### config.mk
export PLATFORM = sky130hd
export DESIGN_NAME = dlp_logical_phy
export DESIGN_NICKNAME = d
export VERILOG_FILES = /design/src/logic/dlp_fifo.v /design/src/logic/dlp_logical_phy.v
export VERILOG_INCLUDE_DIRS = /design/src /design/src/logic
export SDC_FILE = /design/constraint.sdc
export NUM_CORES = 2
export LEC_CHECK = 0
export BUFFER_PORTS_ARGS = -buffer_cell sky130_fd_sc_hd__buf_4
export CORE_ASPECT_RATIO = 0.8
export CORE_MARGIN = 2
export CORE_UTILIZATION = 40
export CTS_CLUSTER_SIZE = 12
export DETAILED_ROUTE_END_ITERATION = 10
export REMOVE_ABC_BUFFERS = 1
export SLEW_MARGIN = 30
export SYNTH_ARGS = -nofsm -noshare
export SYNTH_HDL_FRONTEND = slang
export SYNTH_SLANG_ARGS = --single-unit
### constraint.sdc
create_clock -name clk_i -period 19.3 [get_ports clk_i]
set_clock_uncertainty 0.05 [all_clocks]
set_input_delay 1.93 -clock clk_i [delete_from_list [all_inputs] [get_ports clk_i]]
set_output_delay 1.93 -clock clk_i [all_outputs]
set_load 0.03 [all_outputs]
### src/logic/dlp_defs.vh
// Overview of operation
// - Forty-two wires per lane group per beat
// - Direction chosen once at initialization
// - Bits 41 frame, 40 parity, 39:36 flags
// - Disabled services free wires as payload
// - Rotated partner reordered on receive only
// - Each flag guards one nine-bit group
// - Frame and parity never inverted or counted
// - Five or more changes: flag high, invert
// - Fewer than five: flag low, pass through
// - Receiver inverts group when flag high
// - Flag wires carry payload when coding off
// - Inversion history cleared at initialization
// - Even parity after encode, before decode
// - Only service combinations zero to four
//
// Purpose: shared constants of the logical phy line coder
// Assumes: gearbox ratio of four, one lane group
// Notes:   definitions only
`ifndef DLP_DEFS_VH
`define DLP_DEFS_VH

// ----------------------------------------
// Geometry
// ----------------------------------------
`define DLP_RATIO 4
`define DLP_BEAT_W 42
`define DLP_WORD_W 168
`define DLP_GRP_W 9
`define DLP_GRPS 4
`define DLP_PAY_LO_W 36
`define DLP_FRM_BIT 41
`define DLP_PAR_BIT 40
`define DLP_FLAG_LSB 36
`define DLP_DBI_LIMIT 4'h5
`define DLP_FIFO_DEPTH 4
`define DLP_FIFO_AW 2

// ----------------------------------------
// Service modes and payload widths
// ----------------------------------------
`define DLP_MODE_ALL 3'h0
`define DLP_MODE_DBI 3'h1
`define DLP_MODE_FP 3'h2
`define DLP_MODE_FRM 3'h3
`define DLP_MODE_BYP 3'h4
`define DLP_PLEN_M0 6'h24
`define DLP_PLEN_M1 6'h26
`define DLP_PLEN_M2 6'h28
`define DLP_PLEN_M3 6'h29
`define DLP_PLEN_M4 6'h2a

// ----------------------------------------
// Registers and fields
// ----------------------------------------
`define DLP_REG_CTRL 8'h00
`define DLP_REG_STATUS 8'h04
`define DLP_CTRL_MODE_LSB 0
`define DLP_CTRL_DIR_BIT 3
`define DLP_CTRL_REORD_BIT 4
`define DLP_CTRL_INIT_BIT 8
`define DLP_CTRL_RST 5'h00
`define DLP_ST_INIT_BIT 5
`define DLP_ST_PERR_BIT 6
`define DLP_ST_BADM_BIT 7
`define DLP_ST_LVL_LSB 8

`endif

### src/logic/dlp_fifo.v
// Purpose: small first-in first-out buffer for transmit words
// Assumes: depth is a power of two, single clock
// Notes:   flush empties the buffer in one cycle
`default_nettype none

module dlp_fifo #(
	parameter W = 168,
	parameter D = 4,
	parameter AW = 2
) (
	// Clock and reset
	input wire clk_i,
	input wire rst_b_i,
	input wire flush_i,
	// Filling side
	input wire in_valid_i,
	output wire in_ready_o,
	input wire [W-1:0] in_data_i,
	// Draining side
	output wire out_valid_o,
	input wire out_ready_i,
	output wire [W-1:0] out_data_o,
	// Fill level
	output wire [AW:0] level_o
);

reg [W-1:0] mem [0:D-1];
reg [AW-1:0] wr_ptr;
reg [AW-1:0] rd_ptr;
reg [AW:0] count;
wire push;
wire pop;

// Honest flags straight from the count
assign in_ready_o = (count != D[AW:0]);
assign out_valid_o = (count != {(AW+1){1'b0}});
assign push = in_valid_i & in_ready_o;
assign pop = out_valid_o & out_ready_i;
assign out_data_o = mem[rd_ptr];
assign level_o = count;

// Storage has no reset, pointers do
always @(posedge clk_i)
begin
	if (push)
		mem[wr_ptr] <= in_data_i;
end

// Pointer and count bookkeeping
always @(posedge clk_i or negedge rst_b_i)
begin
	if (!rst_b_i)
	begin
		wr_ptr <= {AW{1'b0}};
		rd_ptr <= {AW{1'b0}};
		count <= {(AW+1){1'b0}};
	end
	else if (flush_i)
	begin
		wr_ptr <= {AW{1'b0}};
		rd_ptr <= {AW{1'b0}};
		count <= {(AW+1){1'b0}};
	end
	else
	begin
		if (push)
			wr_ptr <= wr_ptr + 1'b1;
		if (pop)
			rd_ptr <= rd_ptr + 1'b1;
		if (push & ~pop)
			count <= count + 1'b1;
		else if (pop & ~push)
			count <= count - 1'b1;
	end
end

endmodule // dlp_fifo

`default_nettype wire

### src/logic/dlp_logical_phy.v
// Purpose: logical phy line coder for one lane group, ratio four
// Assumes: phy gearbox and upper layer share this clock
// Notes:   config takes effect only on the init strobe
//
// The register offsets and the plain strobed port were chosen for this implementation.
`include "dlp_defs.vh"
`default_nettype none

module dlp_logical_phy (
	// Clock and reset
	input wire clk_i,
	input wire rst_b_i,
	// Register port
	input wire [7:0] reg_addr_i,
	input wire [31:0] reg_wdata_i,
	input wire reg_wr_i,
	input wire reg_rd_i,
	output reg [31:0] reg_rdata_o,
	// Upper layer transmit side
	input wire [`DLP_WORD_W-1:0] tx_data_i,
	input wire tx_valid_i,
	output wire tx_ready_o,
	// Gearbox transmit side
	output reg [`DLP_WORD_W-1:0] phy_tx_data_o,
	output reg phy_tx_valid_o,
	input wire phy_tx_ready_i,
	// Gearbox receive side
	input wire [`DLP_WORD_W-1:0] phy_rx_data_i,
	input wire phy_rx_valid_i,
	// Upper layer receive side
	output reg [`DLP_WORD_W-1:0] rx_data_o,
	output reg [`DLP_RATIO-1:0] rx_frame_o,
	output reg rx_valid_o,
	output reg rx_parity_err_o
);

// ----------------------------------------
// Decode helpers
// ----------------------------------------

// Services per mode as {frame, parity, inversion}
function [2:0] dlp_svc;
	input [2:0] mode;
	begin
		case (mode)
			`DLP_MODE_ALL: dlp_svc = 3'h7;
			`DLP_MODE_DBI: dlp_svc = 3'h1;
			`DLP_MODE_FP: dlp_svc = 3'h6;
			`DLP_MODE_FRM: dlp_svc = 3'h4;
			default: dlp_svc = 3'h0;
		endcase
	end
endfunction

// Payload bits per beat for a mode
function [5:0] dlp_plen;
	input [2:0] mode;
	begin
		case (mode)
			`DLP_MODE_ALL: dlp_plen = `DLP_PLEN_M0;
			`DLP_MODE_DBI: dlp_plen = `DLP_PLEN_M1;
			`DLP_MODE_FP: dlp_plen = `DLP_PLEN_M2;
			`DLP_MODE_FRM: dlp_plen = `DLP_PLEN_M3;
			default: dlp_plen = `DLP_PLEN_M4;
		endcase
	end
endfunction

// Count of set bits in a nine-bit group
function [3:0] dlp_ones;
	input [`DLP_GRP_W-1:0] v;
	integer i;
	begin
		dlp_ones = 4'h0;
		for (i = 0; i < `DLP_GRP_W; i = i + 1)
			dlp_ones = dlp_ones + {3'h0, v[i]};
	end
endfunction

// Rotated-die restore; plain wire reversal stands in for the maps
function [`DLP_BEAT_W-1:0] dlp_reorder;
	input [`DLP_BEAT_W-1:0] v;
	integer i;
	begin
		dlp_reorder = {`DLP_BEAT_W{1'b0}};
		for (i = 0; i < `DLP_BEAT_W; i = i + 1)
			dlp_reorder[i] = v[`DLP_BEAT_W-1-i];
	end
endfunction

// ----------------------------------------
// Registers and active configuration
// ----------------------------------------
reg [4:0] ctrl;
reg [2:0] act_mode;
reg act_tx;
reg act_reord;
reg inited;
reg perr_sticky;
reg badm_sticky;
reg [`DLP_PAY_LO_W-1:0] hist;
wire init_req;
wire init_ok;
wire [2:0] svc;
wire frm_on;
wire par_on;
wire dbi_on;
wire [5:0] plen;
wire [`DLP_FIFO_AW:0] fifo_lvl;
wire [31:0] status;
wire wr_ctrl;
wire wr_stat;
reg rx_par_bad;
wire rx_take;

assign wr_ctrl = reg_wr_i & (reg_addr_i == `DLP_REG_CTRL);
assign wr_stat = reg_wr_i & (reg_addr_i == `DLP_REG_STATUS);
assign init_req = wr_ctrl & reg_wdata_i[`DLP_CTRL_INIT_BIT];
// Bad combinations never reach the datapath
assign init_ok = init_req & (reg_wdata_i[2:0] <= `DLP_MODE_BYP);
assign svc = dlp_svc(act_mode);
assign frm_on = svc[2];
assign par_on = svc[1];
assign dbi_on = svc[0];
assign plen = dlp_plen(act_mode);

// Software view of the block state
assign status = {16'h0, 5'h0, fifo_lvl, badm_sticky, perr_sticky, inited,
	act_reord, act_tx, act_mode};

// Control register; the init bit is a strobe and reads zero
always @(posedge clk_i or negedge rst_b_i)
begin
	if (!rst_b_i)
		ctrl <= `DLP_CTRL_RST;
	else if (wr_ctrl)
		ctrl <= reg_wdata_i[4:0];
end

// Settings latch only at init so every beat sees one setup
always @(posedge clk_i or negedge rst_b_i)
begin
	if (!rst_b_i)
	begin
		act_mode <= `DLP_MODE_ALL;
		act_tx <= 1'b0;
		act_reord <= 1'b0;
		inited <= 1'b0;
	end
	else if (init_ok)
	begin
		act_mode <= reg_wdata_i[2:0];
		act_tx <= reg_wdata_i[`DLP_CTRL_DIR_BIT];
		act_reord <= reg_wdata_i[`DLP_CTRL_REORD_BIT];
		inited <= 1'b1;
	end
end

// Sticky errors; a new event beats a same-cycle clear
always @(posedge clk_i or negedge rst_b_i)
begin
	if (!rst_b_i)
	begin
		perr_sticky <= 1'b0;
		badm_sticky <= 1'b0;
	end
	else
	begin
		if (rx_par_bad & rx_take)
			perr_sticky <= 1'b1;
		else if (wr_stat & reg_wdata_i[`DLP_ST_PERR_BIT])
			perr_sticky <= 1'b0;
		if (init_req & ~init_ok)
			badm_sticky <= 1'b1;
		else if (wr_stat & reg_wdata_i[`DLP_ST_BADM_BIT])
			badm_sticky <= 1'b0;
	end
end

// Read data stands only in the cycle after the strobe
always @(posedge clk_i or negedge rst_b_i)
begin
	if (!rst_b_i)
		reg_rdata_o <= 32'h0;
	else if (reg_rd_i && reg_addr_i == `DLP_REG_CTRL)
		reg_rdata_o <= {27'h0, ctrl};
	else if (reg_rd_i && reg_addr_i == `DLP_REG_STATUS)
		reg_rdata_o <= status;
	else
		reg_rdata_o <= 32'h0; // Unmapped reads give zero
end

// ----------------------------------------
// Transmit buffer
// ----------------------------------------
wire tx_on;
wire fifo_in_ready;
wire fifo_valid;
wire [`DLP_WORD_W-1:0] fifo_data;
wire tx_load;

assign tx_on = inited & act_tx;
assign tx_ready_o = fifo_in_ready & tx_on;
// Gearbox back-pressure stalls the drain, so the buffer fills
assign tx_load = fifo_valid & (~phy_tx_valid_o | phy_tx_ready_i);

dlp_fifo #(
	.W(`DLP_WORD_W),
	.D(`DLP_FIFO_DEPTH),
	.AW(`DLP_FIFO_AW)
) u_fifo (
	.clk_i(clk_i),
	.rst_b_i(rst_b_i),
	.flush_i(init_req),
	.in_valid_i(tx_valid_i & tx_on),
	.in_ready_o(fifo_in_ready),
	.in_data_i(tx_data_i),
	.out_valid_o(fifo_valid),
	.out_ready_i(tx_load),
	.out_data_o(fifo_data),
	.level_o(fifo_lvl)
);

// ----------------------------------------
// Transmit encoder
// ----------------------------------------
reg [`DLP_WORD_W-1:0] tx_enc;
reg [`DLP_WORD_W-1:0] tx_sh;
reg [`DLP_BEAT_W-1:0] tx_beat;
reg [`DLP_BEAT_W-1:0] tx_d;
reg [`DLP_PAY_LO_W-1:0] tx_run;
reg [`DLP_GRP_W-1:0] tx_grp;
integer tb;
integer tg;

// Beats chain in order; each compares with the one driven before
always @*
begin
	tx_enc = {`DLP_WORD_W{1'b0}};
	tx_sh = {`DLP_WORD_W{1'b0}};
	tx_beat = {`DLP_BEAT_W{1'b0}};
	tx_d = {`DLP_BEAT_W{1'b0}};
	tx_grp = {`DLP_GRP_W{1'b0}};
	tx_run = hist;
	for (tb = 0; tb < `DLP_RATIO; tb = tb + 1)
	begin
		tx_sh = fifo_data >> (tb * plen);
		tx_beat = tx_sh[`DLP_BEAT_W-1:0];
		tx_d = tx_beat;
		case (act_mode)
			`DLP_MODE_ALL: tx_d = {6'h0, tx_beat[35:0]};
			`DLP_MODE_DBI: tx_d = {tx_beat[37:36], 4'h0, tx_beat[35:0]};
			`DLP_MODE_FP: tx_d = {2'h0, tx_beat[39:0]};
			`DLP_MODE_FRM: tx_d = {1'b0, tx_beat[40:0]};
			default: tx_d = tx_beat;
		endcase
		// Marker on the first, least significant beat only
		if (frm_on)
			tx_d[`DLP_FRM_BIT] = (tb == 0);
		if (dbi_on)
		begin
			for (tg = 0; tg < `DLP_GRPS; tg = tg + 1)
			begin
				tx_grp = tx_d[tg*`DLP_GRP_W +: `DLP_GRP_W];
				if (dlp_ones(tx_grp ^ tx_run[tg*`DLP_GRP_W +: `DLP_GRP_W])
					>= `DLP_DBI_LIMIT)
				begin
					tx_d[tg*`DLP_GRP_W +: `DLP_GRP_W] = ~tx_grp;
					tx_d[`DLP_FLAG_LSB+tg] = 1'b1;
				end
				else
					tx_d[`DLP_FLAG_LSB+tg] = 1'b0;
			end
			tx_run = tx_d[`DLP_PAY_LO_W-1:0];
		end
		// Parity covers the wires as driven, inversion included
		if (par_on)
			tx_d[`DLP_PAR_BIT] = ^{tx_d[41], tx_d[39:0]};
		tx_enc[tb*`DLP_BEAT_W +: `DLP_BEAT_W] = tx_d;
	end
end

// History tracks the last beat handed to the gearbox
always @(posedge clk_i or negedge rst_b_i)
begin
	if (!rst_b_i)
		hist <= {`DLP_PAY_LO_W{1'b0}};
	else if (init_req)
		hist <= {`DLP_PAY_LO_W{1'b0}};
	else if (tx_load)
		hist <= tx_run;
end

// Output stage holds a word until the gearbox takes it
always @(posedge clk_i or negedge rst_b_i)
begin
	if (!rst_b_i)
	begin
		phy_tx_data_o <= {`DLP_WORD_W{1'b0}};
		phy_tx_valid_o <= 1'b0;
	end
	else if (init_req)
		phy_tx_valid_o <= 1'b0;
	else if (tx_load)
	begin
		phy_tx_data_o <= tx_enc;
		phy_tx_valid_o <= 1'b1;
	end
	else if (phy_tx_ready_i)
		phy_tx_valid_o <= 1'b0;
end

// ----------------------------------------
// Receive decoder
// ----------------------------------------
reg [`DLP_WORD_W-1:0] rx_word;
reg [`DLP_BEAT_W-1:0] rx_d;
reg [`DLP_BEAT_W-1:0] rx_p;
reg [`DLP_RATIO-1:0] rx_frm;
integer rb;
integer rg;

assign rx_take = phy_rx_valid_i & inited & ~act_tx;

// Order restored first, parity next, inversion undone last
always @*
begin
	rx_word = {`DLP_WORD_W{1'b0}};
	rx_d = {`DLP_BEAT_W{1'b0}};
	rx_p = {`DLP_BEAT_W{1'b0}};
	rx_frm = {`DLP_RATIO{1'b0}};
	rx_par_bad = 1'b0;
	for (rb = 0; rb < `DLP_RATIO; rb = rb + 1)
	begin
		rx_d = phy_rx_data_i[rb*`DLP_BEAT_W +: `DLP_BEAT_W];
		if (act_reord)
			rx_d = dlp_reorder(rx_d);
		if (par_on && (^rx_d))
			rx_par_bad = 1'b1;
		if (dbi_on)
		begin
			for (rg = 0; rg < `DLP_GRPS; rg = rg + 1)
			begin
				if (rx_d[`DLP_FLAG_LSB+rg])
					rx_d[rg*`DLP_GRP_W +: `DLP_GRP_W] =
						~rx_d[rg*`DLP_GRP_W +: `DLP_GRP_W];
			end
		end
		rx_frm[rb] = frm_on & rx_d[`DLP_FRM_BIT];
		case (act_mode)
			`DLP_MODE_ALL: rx_p = {6'h0, rx_d[35:0]};
			`DLP_MODE_DBI: rx_p = {4'h0, rx_d[41:40], rx_d[35:0]};
			`DLP_MODE_FP: rx_p = {2'h0, rx_d[39:0]};
			`DLP_MODE_FRM: rx_p = {1'b0, rx_d[40:0]};
			default: rx_p = rx_d;
		endcase
		rx_word = rx_word | ({126'h0, rx_p} << (rb * plen));
	end
end

// Registered hand-off to the upper layer
always @(posedge clk_i or negedge rst_b_i)
begin
	if (!rst_b_i)
	begin
		rx_data_o <= {`DLP_WORD_W{1'b0}};
		rx_frame_o <= {`DLP_RATIO{1'b0}};
		rx_valid_o <= 1'b0;
		rx_parity_err_o <= 1'b0;
	end
	else
	begin
		rx_valid_o <= rx_take;
		rx_parity_err_o <= rx_take & rx_par_bad;
		if (rx_take)
		begin
			rx_data_o <= rx_word;
			rx_frame_o <= rx_frm;
		end
	end
end

endmodule // dlp_logical_phy

`default_nettype wire

# Yosys cells after proc, flatten, opt, wreduce, memory -nomap -nowiden
# Memories as Yosys holds them, arrays and structs flattened.
# Cells that the tools add are included.
[totals]
out_inout_bits = 376
mem_count = 1
reg_bits = 431
wordCells = 391
mem_bits_rw = 672
inputBits = 383
[classes]
n_shift = 6
add_sub_neg = 132
n_reduce_logical = 25
muxes = 106
n_mul = 1
bitwise = 80
n_eq_ne = 5
magnitude_cmp = 17
[mem_list]
columns = ["name", "words", "word_bits", "read_ports", "rd_ports_with_merged_regs", "wr", "line", "text"]
rows = [
  ["u_fifo.mem", 4, 168, 1, 0, 1, "dlp_fifo.v:27", "reg [W-1:0] mem [0:D-1];"],
]
[op_table]
columns = ["op", "n"]
rows = [
  ["42-bit case mux with 4 select lines", 8],
  ["36-bit 2-to-1 mux", 10],
  ["168-bit OR", 2],
  ["4-bit by 1-bit adder with 4-bit output", 80],
  ["9-bit 2-to-1 mux", 32],
  ["9-bit inverter", 32],
  ["42-bit 2-to-1 mux", 4],
  ["42-bit by 168-bit OR with 168-bit output", 1],
  ["42-bit XOR reduction", 4],
  ["42-bit by 6-bit left shift with 168-bit output", 1],
  ["42-bit by 7-bit left shift with 168-bit output", 1],
  ["42-bit by 8-bit left shift with 168-bit output", 1],
  ["168-bit by 6-bit >> shifter with 42-bit output", 1],
  ["168-bit by 7-bit >> shifter with 42-bit output", 1],
  ["168-bit by 8-bit >> shifter with 42-bit output", 1],
  ["41-bit XOR reduction", 4],
  ["40-bit 2-to-1 mux", 4],
  ["9-bit XOR", 16],
  ["3-bit by 1-bit adder with 4-bit output", 16],
  ["4-bit by 3-bit greater-or-equal comparator with 1-bit output, second input constant", 16],
  ["2-bit by 1-bit adder with 3-bit output", 16],
  ["1-bit 2-to-1 mux", 37],
  ["1-bit by 1-bit adder with 2-bit output", 16],
  ["1-bit AND", 22],
  ["22 further kinds", 46],
]

# Logic depth before layout (Yosys ltp)
[depth]
word_depth = 52
depth_mapped = 72
ltp_nobuf = 61

# Cells and area by module
# Synthesis repeated with hierarchy kept, for this count alone.
[unflattened]
cells_unflattened = 5699
area_unflattened_um2 = 64411.8
[modules_own_cells]
columns = ["mod", "area_per_inst_um2", "cells_each", "instances"]
rows = [
  ["dlp_logical_phy", 39655.5, 4761, 1],
  ["dlp_fifo", 24756.2, 938, 1],
]

# Least setup slack after synthesis
# Ideal clock, no wire load.
[synth_timing]
path_kind = "register -> register"
startpoint = "register u_fifo.rd_ptr[0]"
endpoint = "register phy_tx_data_o[166]"
t_arrival_ns = 17.951
setup_ns = 0.082
path_stages_with_launch = 69
slack_ns = 1.217
path_cell_list = "dfrtp_1 > buf_6 > buf_12 > buf_12 > buf_6 > buf_4 > buf_6 > buf_4 > buf_4 > mux4_2 > xnor2_1 > fa_1 > fa_1 > inv_1 > fa_1 > fa_1 > inv_1 > fa_1 > [33 not listed] > xnor2_1 > fa_1 > fa_1 > fa_1 > fa_1 > inv_1 > fa_1 > nand2b_1 > a221oi_1 > mux2i_1 > xor2_1 > a211oi_1 > xnor2_1 > xnor2_1 > xnor3_1 > xnor3_1 > xnor3_1 > o22ai_1"
[synth_via]
elab_chain_len = 52
[synth_rtl]
columns = ["item", "line", "text"]
rows = [
  ["from (decl)", "dlp_fifo.v:29", "reg [AW-1:0] rd_ptr;"],
  ["from (signal assigned)", "dlp_fifo.v:55", "rd_ptr <= {AW{1'b0}};"],
  ["from (signal assigned)", "dlp_fifo.v:61", "rd_ptr <= {AW{1'b0}};"],
  ["from (signal assigned)", "dlp_fifo.v:69", "rd_ptr <= rd_ptr + 1'b1;"],
  ["memory read 4 x 168 bit *", "-", ""],
  ["42-bit case mux with 4 select lines", "dlp_logical_phy.v:250", "case (act_mode)"],
  ["9-bit XOR", "dlp_logical_phy.v:265", "if (dlp_ones(tx_grp ^ tx_run[tg*`DLP_GRP_W +: `DLP_GRP_W])"],
  ["1-bit by 1-bit adder with 2-bit output", "dlp_logical_phy.v:76", "dlp_ones = dlp_ones + {3'h0, v[i]};"],
  ["2-bit by 1-bit adder with 3-bit output", "dlp_logical_phy.v:76", ""],
  ["3-bit by 1-bit adder with 4-bit output", "dlp_logical_phy.v:76", ""],
  ["4-bit by 1-bit adder with 4-bit output (5 in series)", "dlp_logical_phy.v:76", ""],
  ["4-bit by 3-bit greater-or-equal comparator with 1-bit output (no line)", "-", ""],
  ["[28 not listed]", "-", ""],
  ["2-bit by 1-bit adder with 3-bit output", "dlp_logical_phy.v:76", ""],
  ["3-bit by 1-bit adder with 4-bit output", "dlp_logical_phy.v:76", ""],
  ["4-bit by 1-bit adder with 4-bit output (5 in series)", "dlp_logical_phy.v:76", ""],
  ["4-bit by 3-bit greater-or-equal comparator with 1-bit output (no line)", "-", ""],
  ["9-bit 2-to-1 mux or 1-bit 2-to-1 mux (tied branches)", "dlp_logical_phy.v:265", ""],
  ["40-bit 2-to-1 mux", "dlp_logical_phy.v:260", "if (dbi_on)"],
  ["41-bit XOR reduction", "dlp_logical_phy.v:278", "tx_d[`DLP_PAR_BIT] = ^{tx_d[41], tx_d[39:0]};"],
  ["1-bit 2-to-1 mux *", "dlp_logical_phy.v:277", "if (par_on)"],
  ["to (signal assigned)", "dlp_logical_phy.v:299", "phy_tx_data_o <= {`DLP_WORD_W{1'b0}};"],
  ["to (signal assigned)", "dlp_logical_phy.v:306", "phy_tx_data_o <= tx_enc;"],
  ["to (decl)", "dlp_logical_phy.v:24", "output reg [`DLP_WORD_W-1:0] phy_tx_data_o,"],
]
# Every way passes the cells marked *; elsewhere a longest branch is shown, timed or not.
# A chain may end at the register's enable or synchronous reset.

# Worst setup path after layout
# Ends and elaborated chain as after synthesis.

==> flow_summary_export.csv <==
group,metric,value,unit
yosys,synth_edf_count,672,
grt,grt_use_total,0.280,
cts,clock_sinks,1082,
floorplan,core_area,0.160,mm²
drt,wire_per_inst,27.7,µm
finish,multiInputGateArea,0.0318,mm²
cts,cts_resized,0,
drt,drc,0,
worst_setup_path,cpMostUsedCell,"fa_1",
drt,route.vias.total,48265,
timing,worst_pin_slew,1.02,ns
yosys,synth_warnings,0,
worst_setup_path,crit_required,19.98,ns
floorplan,io_pins,759,
timing,finalHoldViolCount,0,
timing,max_freq,55.2,MHz
cts,clkLatencyLatePin,0.81,ns
yosys,synth_simple_gate_area_frac,0.0816,
yosys,synthFlopType,"edfxtp_1",
yosys,synth_area,0.0647,mm²
grt,antenna_found_initial,21,
worst_setup_path,worst-path-max-fanout,25,
yosys,synth_fa_ha_area_frac,0.0320,
outcome,outcome,"finished, final reports clean",
drt,viasPerCell,5.64,
floorplan,die_w,454,µm
yosys,async_flop_share,0.379,
grt,grt_pass1_wl,336000,µm
yosys,synth_compound_area_frac,0.109,
finish,num-fill-cells,14863,
worst_setup_path,rr_worst_depth,63,
yosys,synth.area.top_cells,"edfxtp_1, dfrtp_1, xnor2_1",
yosys,syn_avg_cell_area,11.2,µm²
worst_setup_path,cp-start-kind,"flip-flop",
finish,final_area,0.0755,mm²
timing,slew_headroom,0.314,
flow_run,cap_violations,0,
drt,wirelength,237000,µm
yosys,synth_cells,5790,
worst_setup_path,slowest_stage,"dfrtp_4",
timing,hold_slack,0.429,ns
floorplan,num_rows,131,
hold_path,min_path_type,"flip-flop to flip-flop",
worst_setup_path,critical-path-max-stage-delay,0.69,ns
worst_setup_path,r2r-end,"phy_tx_data_o[166]",
timing,setup_viol,0,
yosys,synth_top_family_by_area,"multiplexers",
worst_setup_path,timing.rr.start,"u_fifo.rd_ptr[0]",
timing,drv_slew,0,
worst_setup_path,worstSetupStartpoint,"u_fifo.rd_ptr[0]",
timing,finalCritPeriodShare,0.939,
cts,root_buffer,"clkbuf_16",
drt,drt_pre_antenna_iters,6,
yosys,synthMuxAreaShare,0.139,
drt,antenna_left,0,
cts,cts_inserted_buffers,115,
cts,hold_buffers,0,
place,dpl-instance-area,0.0716,mm²
yosys,synthXorXnorAreaFrac,0.127,
worst_setup_path,worstSetupPathType,"flip-flop to flip-flop",
floorplan,initial_core_util,0.404,
worst_setup_path,endpoint,"phy_tx_data_o[166]",
place,io_buffers,713,
worst_setup_path,arrival,18.80,ns
drt,drt_first_iter_violations,5012,
cts,cts_buffer_depth,3,
grt,grt_pass1_vias,46835,
cts,cts_max_level,3,
finish,area_growth,16.8,%
floorplan,dieArea,0.165,mm²
worst_setup_path,rrSetupSlack,1.18,ns
finish,seq_area,0.0305,mm²
yosys,synth_area_leader_cell,"edfxtp_1",
finish,drive_above_1_share,0.211,
place,dpl.hpwl,175000,µm
yosys,synth_cell_types,95,
grt,grt_max_degree,204,
timing,rsz0062_at_grt,"false",
yosys,ys_seq_area_frac,0.471,
timing,period_needed,18.12,ns
grt,grt_overflow,0,
yosys,ys_ff_latch,1082,
place,gp_congestion,0.928,
worst_setup_path,cp-end-kind,"flip-flop",
finish,nets,6822,
cts,tritoncts,"yes",
cts,postCtsSetupBuffers,0,
cts,clk_pin_slew,0.06,ns
floorplan,die_h,364,µm
yosys,synth_top_area_frac,0.312,
-- cells in the mapped netlist, drive strengths merged, types with 3 or more instances --
| library cell | n |
|---|---|
| xnor3 | 12 |
| buf | 238 |
| or3 | 5 |
| and3 | 16 |
| a31oi | 31 |
| ha | 36 |
| a21boi | 5 |
| o21a | 4 |
| xnor2 | 554 |
| a22o | 34 |
| a221o | 10 |
| o211ai | 22 |
| o221ai | 14 |
| o22ai | 27 |
| a32oi | 5 |
| edfxtp | 672 |
| clkbuf | 199 |
| fa | 81 |
| o21ai | 507 |
| inv | 99 |
| nor2b | 22 |
| mux4 | 208 |
| o31ai | 11 |
| nand3 | 37 |
| a211oi | 64 |
| o21bai | 5 |
| nand2b | 20 |
| dfrtp | 410 |
| o311ai | 5 |
| xor2 | 353 |
| mux2i | 328 |
| a221oi | 18 |
| and2 | 27 |
| nor2 | 448 |
| nand2 | 696 |
| mux2 | 81 |
| a21oi | 384 |
| o21ba | 5 |
| a22oi | 26 |
| or2 | 10 |
| a21o | 8 |
| nor3 | 14 |
| a31o | 3 |
| clkinv | 3 |
-- per-layer routing --
layer | global-route usage | up-vias | part of all wire
met5 | 0 | - | 0.00049
met1 | 0.367 | 24175 | 0.41
met4 | 0.107 | 14 | 0.041
met3 | 0.0564 | 384 | 0.076
met2 | 0.457 | 2080 | 0.48
li1 | - | 21612 | -
-- worst min path at each step --
stage	from	endpoint	slack, ns	cells past startpoint
final	rx_data_o[166]	rx_data_o[166]	0.43	2
after global routing	perr_sticky	perr_sticky	0.45	1
after CTS	perr_sticky	perr_sticky	0.43	1
after detailed placement	perr_sticky	perr_sticky	0.41	1
after global placement	perr_sticky	perr_sticky	0.40	1
after floorplan	perr_sticky	perr_sticky	0.39	1
-- sequential cells by signal, indices dropped and copies added (netlist names), 2 cells and up --
signal	flops
u_fifo.rd_ptr	2
phy_tx_data_o	168
act_mode	3
u_fifo.mem	672
hist	36
rx_data_o	168
u_fifo.level_o	3
reg_rdata_o	11
ctrl	5
rx_frame_o	4
u_fifo.wr_ptr	2
-- per-stage QoR --
stage	worst slack, ns	std cells	utilization	setup TNS [ns]
2_1_floorplan	-7.21	5373	-	-466.92
3_3_place_gp	1.31	8328	0.448	0
3_5_place_dp	1.19	8329	0.448	0
4_1_cts	1.21	8547	0.471	0
5_1_grt	0.200	8559	0.472	0
6_report	1.18	8561	0.472	0
-- cell usage in the layout (no fill, tap or decap), types with 52 or more instances in the layout --
cell       instances
xnor2_1          553
a211oi_1          62
buf_4            819
mux4_2           193
a21oi_1          377
dfrtp_1          404
nand2_1          694
mux2i_1          320
inv_1             98
mux2_2            81
o21ai_0          486
clkbuf_1          52
clkbuf_16        116
edfxtp_1         672
nor2_1           432
fa_1              81
xor2_1           353
-- final cells by class --
type,instances,share of cell area
repair buffers,832,0.0852
well taps,2128,0.0353
diodes,10,0.000331
flip-flops and latches,1082,0.403
multi-input cells,4189,0.421
clock inverters,39,0.00631
inverters,102,0.00507
clock buffers,179,0.0430
-- critical path, delay by kind of cell (launching register included) --
family / cells / cell delay [ns]
XOR/XNOR: 13 / 2.75
AO/OA/AOI/OAI: 11 / 2.49
buffers and inverters: 11 / 2.02
adder cells (fa/ha/maj): 19 / 8.13
multiplexers: 3 / 1.12
flip-flops: 1 / 0.69
AND/OR/NAND/NOR: 6 / 0.75
-- cells by family after synthesis --
group | count (synthesis)
flops | 1082
xor+xnor | 919
buf+inv | 539
other cells | 1
fa+ha+maj | 117
mux | 617
simple gates | 1305
compound gates | 1210
Power is not shown: default switching activity piles up to over one toggle a cycle in this logic, so the estimate is an artifact.
